--- src/rtl/t1ja_consts.svh ---
/*
 * Constants of the T1 jitter attenuator and build-out control: clock rates,
 * divider moduli, depths, jitter limits, bit positions and reset values.
 * Assumes it is included by bare name, ahead of the package and modules.
 */
`ifndef T1JA_CONSTS_SVH
`define T1JA_CONSTS_SVH

// ----------------------------------------------------------------------------
// Clock rates
// ----------------------------------------------------------------------------
`define T1JA_MCLK_HZ            64'd1544000
`define T1JA_PLL_MULT           64'd16
`define T1JA_SYS_CLK_HZ         64'd200000000
`define T1JA_PHASE_BITS         32

// ----------------------------------------------------------------------------
// Read clock divider moduli
// ----------------------------------------------------------------------------
`define T1JA_DIV_NOMINAL        5'h10
`define T1JA_DIV_FAST           5'h0f
`define T1JA_DIV_SLOW           5'h11

// ----------------------------------------------------------------------------
// FIFO depths and jitter limits in UI peak to peak
// ----------------------------------------------------------------------------
`define T1JA_DEPTH_DEEP         128
`define T1JA_DEPTH_SHALLOW      32
`define T1JA_LIMIT_UIPP_DEEP    120
`define T1JA_LIMIT_UIPP_SHALLOW 28

// ----------------------------------------------------------------------------
// Bit positions and reset values
// ----------------------------------------------------------------------------
`define T1JA_RECEIVE_INFO_REG_THREE_TRIP_BIT      5
`define T1JA_RECEIVE_INFO_REG_THREE_RESET         8'h00

`endif

--- src/rtl/t1ja_pkg.sv ---
/*
 * Types of the T1 jitter attenuator and build-out control.
 * Assumes the constants header is compiled alongside.
 */
package t1ja_pkg;

    // ------------------------------------------------------------------------
    // Line interface control byte, MSB first
    // ------------------------------------------------------------------------
    typedef struct packed {
        logic build_out_sel_msb;
        logic build_out_sel_mid;
        logic build_out_sel_lsb;
        logic rx_gain_limit;
        logic atten_side_select;   // 0 receive path, 1 transmit path
        logic atten_depth_select;  // 0 deep, 1 shallow
        logic atten_disable;       // 1 bypass
        logic tx_power_down;
    } t1ja_line_interface_control_t;

    // One bit of a stream: clock strobe and the data it carries
    typedef struct packed {
        logic en;
        logic data;
    } t1ja_bit_t;

    typedef enum logic [2:0] {
        T1JA_LBO_DSX_0_133,
        T1JA_LBO_DSX_133_266,
        T1JA_LBO_DSX_266_399,
        T1JA_LBO_DSX_399_533,
        T1JA_LBO_DSX_533_655,
        T1JA_LBO_CSU_7P5DB,
        T1JA_LBO_CSU_15DB,
        T1JA_LBO_CSU_22P5DB
    } t1ja_lbo_t;

endpackage

--- src/rtl/t1ja_rate_div.sv ---
/*
 * Read clock divider of the jitter attenuator: counts high-rate ticks and
 * emits one read strobe per period of 16, or 15 or 17 under protection.
 * Assumes the high-rate tick is a one-cycle enable on i_mclk.
 */
`timescale 1ns/1ps
`include "t1ja_consts.svh"

module t1ja_rate_div (
    input  wire logic i_mclk,
    input  wire logic i_rst_b,
    input  wire logic i_hr_en,
    input  wire logic i_speed_up,
    input  wire logic i_slow_down,
    output logic      o_rd_en,
    output logic      o_clk_level,
    output logic      o_trip
);

    typedef struct packed {
        logic [4:0] count;
        logic [4:0] modulus;
        logic       level;
        logic       trip;
    } t1ja_div_state_t;

    t1ja_div_state_t s_r;
    t1ja_div_state_t s_nxt;
    logic            wrap;

    assign wrap = i_hr_en && (s_r.count == 5'(s_r.modulus - 5'h01));

    always_comb
    begin
        s_nxt = s_r;
        if (i_hr_en)
        begin
            if (wrap)
            begin
                s_nxt.count = 5'h00;
                // Modulus is chosen per period, so a change never cuts a period short
                if (i_speed_up)
                    s_nxt.modulus = `T1JA_DIV_FAST;
                else if (i_slow_down)
                    s_nxt.modulus = `T1JA_DIV_SLOW;
                else
                    s_nxt.modulus = `T1JA_DIV_NOMINAL;
            end
            else
                s_nxt.count = 5'(s_r.count + 5'h01);
        end
        // High for the first half of each period gives a near square clock
        s_nxt.level = (s_nxt.count < 5'(s_nxt.modulus >> 1));
        s_nxt.trip  = (s_nxt.modulus != `T1JA_DIV_NOMINAL);
    end

    always_ff @(posedge i_mclk or negedge i_rst_b)
    begin
        if (!i_rst_b)
            s_r <= '{count: 5'h00, modulus: `T1JA_DIV_NOMINAL, level: 1'b1, trip: 1'b0};
        else
            s_r <= s_nxt;
    end

    assign o_rd_en     = wrap;
    assign o_clk_level = s_r.level;
    assign o_trip      = s_r.trip;

endmodule // t1ja_rate_div

--- src/rtl/t1ja_top.sv ---
/*
 * Jitter attenuator and transmit build-out control of a T1 line interface.
 * Holds the attenuator FIFO, path selection and bypass, the high-rate tick
 * generator and the build-out decode.
 * Assumes all inputs are synchronous to i_mclk and that line clocks arrive
 * as one-cycle strobes, one per bit.
 */
`timescale 1ns/1ps
`include "t1ja_consts.svh"

module t1ja_top #(
    parameter int DEPTH_DEEP    = `T1JA_DEPTH_DEEP,
    parameter int DEPTH_SHALLOW = `T1JA_DEPTH_SHALLOW,
    parameter int LIMIT_DEEP    = `T1JA_LIMIT_UIPP_DEEP,
    parameter int LIMIT_SHALLOW = `T1JA_LIMIT_UIPP_SHALLOW
) (
    input  wire logic               i_mclk,
    input  wire logic               i_rst_b,
    input  t1ja_pkg::t1ja_line_interface_control_t    i_line_interface_control,
    input  t1ja_pkg::t1ja_bit_t     i_rx_line,
    input  t1ja_pkg::t1ja_bit_t     i_tx_clock_input,
    output t1ja_pkg::t1ja_bit_t     o_rx_framer,
    output t1ja_pkg::t1ja_bit_t     o_tx_line,
    output logic                    o_rx_clk_level,
    output t1ja_pkg::t1ja_lbo_t     o_lbo_shape,
    output logic                    o_lbo_csu,
    output logic                    o_atten_limit_trip_flag,
    output logic [7:0]              o_receive_info_reg_three
);

    // ------------------------------------------------------------------------
    // Sizes
    // ------------------------------------------------------------------------
    localparam int PW = $clog2(DEPTH_DEEP);
    localparam int PB = `T1JA_PHASE_BITS;
    localparam logic [PB-1:0] PHASE_INC =
        PB'(((`T1JA_MCLK_HZ * `T1JA_PLL_MULT) << PB) / `T1JA_SYS_CLK_HZ);

    // Refused at elaboration: pointer wrap masks need powers of two
    if ((DEPTH_DEEP & (DEPTH_DEEP - 1)) != 0 || (DEPTH_SHALLOW & (DEPTH_SHALLOW - 1)) != 0)
    begin : g_bad_pow2
        $error("t1ja_top: depths must be powers of two");
    end
    if (DEPTH_SHALLOW < 4 || DEPTH_SHALLOW > DEPTH_DEEP)
    begin : g_bad_shallow
        $error("t1ja_top: shallow depth must lie between 4 and the deep depth");
    end
    if (LIMIT_DEEP >= DEPTH_DEEP || LIMIT_SHALLOW >= DEPTH_SHALLOW)
    begin : g_bad_limit
        $error("t1ja_top: jitter limits must be below their depths");
    end

    // ------------------------------------------------------------------------
    // State
    // ------------------------------------------------------------------------
    typedef struct packed {
        logic [PB-1:0]         phase;
        logic                  hr_en;
        logic [DEPTH_DEEP-1:0] mem;
        logic [PW-1:0]         wr_ptr;
        logic [PW-1:0]         rd_ptr;
        logic [PW:0]           fill;
        logic [2:0]            cfg;
        t1ja_pkg::t1ja_bit_t   rx_out;
        t1ja_pkg::t1ja_bit_t   tx_out;
        t1ja_pkg::t1ja_lbo_t   lbo;
        logic                  csu;
        logic                  trip;
    } t1ja_state_t;

    t1ja_state_t         s_r;
    t1ja_state_t         s_nxt;
    logic                rd_en;
    logic                clk_level;
    logic                div_trip;
    logic                speed_up;
    logic                slow_down;

    // ------------------------------------------------------------------------
    // Helpers
    // ------------------------------------------------------------------------
    function automatic logic [PW:0] depth_of(input logic shallow);
        depth_of = shallow ? (PW+1)'(DEPTH_SHALLOW) : (PW+1)'(DEPTH_DEEP);
    endfunction

    function automatic logic [PW-1:0] wrap_ptr(input logic [PW-1:0] ptr, input logic shallow);
        wrap_ptr = ptr & PW'(depth_of(shallow) - (PW+1)'(1));
    endfunction

    function automatic t1ja_pkg::t1ja_lbo_t lbo_decode(input t1ja_pkg::t1ja_line_interface_control_t c);
        lbo_decode = t1ja_pkg::t1ja_lbo_t'({c.build_out_sel_msb, c.build_out_sel_mid,
                                             c.build_out_sel_lsb});
    endfunction

    // ------------------------------------------------------------------------
    // Jitter limits: half the peak to peak excursion either side of centre
    // ------------------------------------------------------------------------
    logic [PW:0] centre;
    logic [PW:0] half_lim;

    always_comb
    begin
        centre    = depth_of(i_line_interface_control.atten_depth_select) >> 1;
        half_lim  = i_line_interface_control.atten_depth_select ?
                    (PW+1)'(LIMIT_SHALLOW / 2) : (PW+1)'(LIMIT_DEEP / 2);
        // Fill far above centre means writes outrun reads, so read faster
        speed_up  = (s_r.fill > (PW+1)'(centre + half_lim));
        slow_down = (s_r.fill < (PW+1)'(centre - half_lim));
    end

    t1ja_rate_div u_rate_div (
        .i_mclk      (i_mclk),
        .i_rst_b     (i_rst_b),
        .i_hr_en     (s_r.hr_en),
        .i_speed_up  (speed_up),
        .i_slow_down (slow_down),
        .o_rd_en     (rd_en),
        .o_clk_level (clk_level),
        .o_trip      (div_trip)
    );

    // ------------------------------------------------------------------------
    // Next state
    // ------------------------------------------------------------------------
    always_comb
    begin
        t1ja_pkg::t1ja_bit_t wr_src;
        t1ja_pkg::t1ja_bit_t rd_bit;
        logic                carry;
        logic                shallow;
        logic                do_wr;
        logic                do_rd;
        logic [PW:0]         depth;

        s_nxt   = s_r;
        carry   = 1'b0;
        do_wr   = 1'b0;
        do_rd   = 1'b0;
        wr_src  = '0;
        rd_bit  = '0;
        shallow = i_line_interface_control.atten_depth_select;
        depth   = depth_of(shallow);

        // Fractional accumulator stands in for the x16 PLL; its accuracy
        // is only as good as the master clock it is referred to
        {carry, s_nxt.phase} = {1'b0, s_r.phase} + {1'b0, PHASE_INC};
        s_nxt.hr_en = carry;

        // Write side follows the chosen path; strobes may be gapped
        wr_src = i_line_interface_control.atten_side_select ? i_tx_clock_input : i_rx_line;
        do_wr  = wr_src.en && (s_r.fill < depth);
        do_rd  = rd_en && (s_r.fill != '0);

        if (do_wr)
        begin
            s_nxt.mem[s_r.wr_ptr] = wr_src.data;
            s_nxt.wr_ptr          = wrap_ptr(PW'(s_r.wr_ptr + PW'(1)), shallow);
        end

        // Smoothed read strobe keeps running when empty, repeating the stale bit at the stalled read pointer
        rd_bit.en   = rd_en;
        rd_bit.data = s_r.mem[s_r.rd_ptr];
        if (do_rd)
            s_nxt.rd_ptr = wrap_ptr(PW'(s_r.rd_ptr + PW'(1)), shallow);

        s_nxt.fill = (PW+1)'(s_r.fill + (PW+1)'(do_wr) - (PW+1)'(do_rd));

        // Setting change: drop the excursion history and start half full
        s_nxt.cfg = {i_line_interface_control.atten_side_select, shallow,
                     i_line_interface_control.atten_disable};
        if (s_nxt.cfg != s_r.cfg)
        begin
            s_nxt.fill   = depth >> 1;
            s_nxt.rd_ptr = wrap_ptr(PW'(s_nxt.wr_ptr - PW'(depth >> 1)), shallow);
            s_nxt.wr_ptr = wrap_ptr(s_nxt.wr_ptr, shallow);
        end

        // Path routing
        if (i_line_interface_control.atten_disable)
        begin
            s_nxt.rx_out = i_rx_line;
            s_nxt.tx_out = i_tx_clock_input;
        end
        else if (i_line_interface_control.atten_side_select)
        begin
            s_nxt.rx_out = i_rx_line;
            s_nxt.tx_out = rd_bit;
        end
        else
        begin
            s_nxt.rx_out = rd_bit;
            s_nxt.tx_out = i_tx_clock_input;
        end

        // Shape is chosen from the select bits alone; the line side only
        // sees clock strobes, so clock duty cycle never reaches the shaper
        s_nxt.lbo  = lbo_decode(i_line_interface_control);
        s_nxt.csu  = (s_nxt.lbo == t1ja_pkg::T1JA_LBO_CSU_7P5DB) ||
                     (s_nxt.lbo == t1ja_pkg::T1JA_LBO_CSU_15DB)  ||
                     (s_nxt.lbo == t1ja_pkg::T1JA_LBO_CSU_22P5DB);
        s_nxt.trip = div_trip && !i_line_interface_control.atten_disable;
    end

    // ------------------------------------------------------------------------
    // Registers
    // ------------------------------------------------------------------------
    always_ff @(posedge i_mclk or negedge i_rst_b)
    begin
        if (!i_rst_b)
        begin
            s_r        <= '0;
            s_r.fill   <= (PW+1)'(DEPTH_DEEP / 2);
            s_r.rd_ptr <= PW'(DEPTH_DEEP / 2);
            s_r.lbo    <= t1ja_pkg::T1JA_LBO_DSX_0_133;
        end
        else
            s_r <= s_nxt;
    end

    // ------------------------------------------------------------------------
    // Outputs
    // ------------------------------------------------------------------------
    always_comb
    begin
        o_receive_info_reg_three = `T1JA_RECEIVE_INFO_REG_THREE_RESET;
        o_receive_info_reg_three[`T1JA_RECEIVE_INFO_REG_THREE_TRIP_BIT] = s_r.trip;
    end

    assign o_rx_framer             = s_r.rx_out;
    assign o_tx_line               = s_r.tx_out;
    assign o_rx_clk_level          = clk_level;
    assign o_lbo_shape             = s_r.lbo;
    assign o_lbo_csu               = s_r.csu;
    assign o_atten_limit_trip_flag = s_r.trip;

endmodule // t1ja_top

--- config.mk ---
export PLATFORM = sky130hd
export DESIGN_NAME = t1ja_top
export DESIGN_NICKNAME = d
export VERILOG_FILES = /design/src/rtl/t1ja_pkg.sv /design/src/rtl/t1ja_rate_div.sv /design/src/rtl/t1ja_top.sv
export VERILOG_INCLUDE_DIRS = /design/src /design/src/rtl
export SDC_FILE = /design/constraint.sdc
export NUM_CORES = 1
export LEC_CHECK = 0
export BUFFER_PORTS_ARGS = -buffer_cell sky130_fd_sc_hd__buf_2
export CORE_MARGIN = 5
export CORE_UTILIZATION = 48
export DETAILED_ROUTE_END_ITERATION = 10
export PLACE_DENSITY = 0.71
export SLEW_MARGIN = 0
export SYNTH_ARGS = -nofsm -noshare
export SYNTH_HDL_FRONTEND = slang
export SYNTH_SLANG_ARGS = --single-unit
--- constraint.sdc ---
create_clock -name i_mclk -period 10 [get_ports i_mclk]
set_input_delay 1.5 -clock i_mclk [delete_from_list [all_inputs] [get_ports i_mclk]]
set_output_delay 1.5 -clock i_mclk [all_outputs]
set_load 0.01 [all_outputs]
==> results.toml <==
[sta]
slew_viol_final = 0
grt_setup_unrepaired = "no"
setup_tns_ns = 0
clock-skew-final_ns = 0.0229
hold_viol = 0
slew_headroom_pct = 20.3
period_minus_slack_ns = 4.66
setup-violations-final = 0
worstMarginPinSlew_ns = 1.19
period_share_pct = 46.6
fmax_ghz = 0.215

[cells_and_area]
layout-drive-gt1-share_pct = 12.2
syn_to_final_growth_pct = 8.57
seqCellArea_sq_um = 5110
fin_util_pct = 53.2
nFillCells = 1844
diodes = 0
layout.nets = 997
multi_input_area_sq_um = 4710

[power]
ir_drop_v = 0.000128
p_clk_share_pct = 33.2
leakage_uw = 0.00495
p_int_uw = 1630
pwr-share-seq_pct = 42.4
p_sw_uw = 779
comb_power_share_pct = 24.4
power_density_nw_per_um2 = 214
p_sw_share_pct = 32.3

[clock_network]
numCtsBuffers = 22
path_clk_slew_ns = 0.05
cts_root_buf = "clkbuf_16"
post_cts_resized = 0
clk_path_buf_depth = 3
clock_sinks = 204
htree_num_levels = 1
cts_hold_buf = 0
cts_tree = "built"
clk_latency_ns = 0.51
post_cts_buffers = 0

[logic_synthesis]
yosys_register_bits = 204
ys_async_sr_fraction_pct = 100
synth_commonest_cells = "dfrtp_1, a21oi_1, a31oi_1"
syn_inst = 977
synth_area_sq_um = 10400
yosys.area.top_type_share_pct = 48.3
synth_top_area_cell = "dfrtp_1"
synthDistinctLibCells = 67
synth_most_common_cell = "dfrtp_1"
ys.flop_type = "dfrtp_1"
synth_edf_count = 0
yosysSeqAreaShare_pct = 49.3
postSynthAreaPerCell_sq_um = 10.6
ys_warn_count = 0
synth_area_leaders = "dfrtp_1, a31oi_1, a21oi_1"

[worst_setup_path]
reg2reg_setup_slack_ns = 6.15
critical_path.endpoint_type = "flip-flop"
crit_fanout = 34
worstSetupPathType = "primary input to flip-flop"
cp.required_ns = 10.41
cp.arrival_ns = 5.07
worst_setup_path_start_kind = "primary input"

[routing]
drcViolationCount = 0
routed_via_density = 6.02
vias = 7481
drt-wirelength-per-cell_um = 18.1
first_pass_iters = 5
drtAntennaViolNets = 0
drt_wl_total_um = 22500
drt_iter0_markers = 617

[die]
floorplan.rows = 53
ios = 32
die_y_um = 157
die_area_sq_um = 24600
start_util_pct = 49.0
die_x_um = 157
core-area_sq_um = 21200

[grt]
grt_pass1_vias = 7298
grt_max_degree = 81
grt.overflow.total = 0
antenna_found_initial = 0
grt.total_usage_pct = 18.6
grt_pass1_wl_um = 37900

[outcome]
status = "completed"

[place]
hpwl_um = 13600
io_buffers = 22
place_congestion = 0.821

[flow_run]
cap_violations = 0

[hold_path]
hold_class = "flip-flop to flip-flop"
## flip-flops by register name, indices dropped and copies added, names as in the netlist
name / cells
s_r: 183
u_rate_div.s_r: 10
o_atten_limit_trip_flag: 1
o_lbo_shape: 3
u_rate_div.o_trip: 1
o_rx_framer: 2
o_lbo_csu: 1
u_rate_div.o_clk_level: 1
o_tx_line: 2
## critical path, cell delays in order
cell,delay (ns)
buf_2,0.28
ha_1,0.31
a211oi_2,0.45
inv_2,0.28
nor2_4,0.77
nand3_1,0.19
xor2_1,0.20
a21o_1,0.17
ha_1,0.20
xor2_1,0.13
o21ai_0,0.19
nand2b_1,0.13
o21ai_0,0.09
o2bb2ai_1,0.16
## power groups by stage
stage | logic [uW] | clock network, uW | registers (uW)
6_report | 589 | 801 | 1020
5_1_grt | 645 | 851 | 1030
4_1_cts | 588 | 824 | 1020
3_5_place_dp | 585 | 0 | 1030
3_3_place_gp | 579 | 0 | 1030
2_1_floorplan | 514 | 0 | 958
## metal layers
| metal | vias up | track usage [%] | wire length [um] |
|---|---|---|---|
| met2 | 227 | 29.1 | 10100 |
| met3 | 42 | 2.97 | 1430 |
| met1 | 3675 | 26.8 | 10300 |
| met5 | - | 0 | 0 |
| met4 | 0 | 5.83 | 562 |
| li1 | 3537 | - | - |
## metrics by stage
stage          cells  instance area, sq um  power [uW]  setup slack, ns  hold WS (ns)
2_1_floorplan    983                 10400        1470             5.94         0.434
3_3_place_gp    1203                 10500        1610             4.97         0.451
3_5_place_dp    1203                 10500        1620             4.90         0.453
4_1_cts         1242                 11300        2430             5.41         0.467
5_1_grt         1242                 11300        2530             5.10         0.477
6_report        1242                 11300        2410             5.34         0.463
## final timing paths
path / cells past startpoint / end / from
max: 14 / s_r[26] / i_line_interface_control[2]
min: 1 / s_r[194] / s_r[194]
max reg2reg: 15 / s_r[26] / s_r[17]
min reg2reg: 1 / s_r[194] / s_r[194]
max in group asynchronous: 2 / s_r[20] / i_rst_b
min in group asynchronous: 1 / o_rx_framer[1] / i_rst_b
## area by class of cell
type | count | area share (%)
sequential | 204 | 45.4
clock buffer | 37 | 6.02
inverter | 24 | 0.800
tap | 275 | 3.06
multi-input combinational | 656 | 41.9
clock inverter | 2 | 0.311
timing repair buffer | 44 | 2.52
## placed cells by master (no fill, tap or decap), types with 3 or more instances in the layout
cell / instances
o21ai_0: 17
mux4_1: 6
a31oi_1: 130
or3_1: 5
a22oi_1: 5
dfrtp_1: 198
buf_2: 21
nor2_1: 45
xnor2_1: 25
nand2_1: 38
inv_1: 23
clkbuf_1: 9
ha_1: 30
clkbuf_8: 6
and4_1: 6
clkbuf_16: 23
mux2i_1: 19
conb_1: 7
nand4_1: 11
o21bai_1: 4
mux4_2: 20
and3_1: 5
nor2b_1: 6
a211oi_1: 8
a21oi_1: 147
xor2_1: 22
a21o_1: 5
nor3_1: 12
nand2b_1: 15
mux2_2: 3
nor4_1: 3
dfstp_2: 4
nand3_1: 16
o31ai_1: 4
buf_4: 22
## cell families after synthesis
kind of cell               Yosys count  share of synthesized area [%]
AOI/OAI and AO/OA                  337                           19.0
other                                1                         0.0362
muxes                               49                           8.12
and+or+nand+nor                    185                           9.81
adders and majority gates           31                           3.81
xor gates and xnor gates            47                           3.97
buffers and inverters              123                           5.98
DFF                                204                           49.3
(Power assumes the default switching activity.)
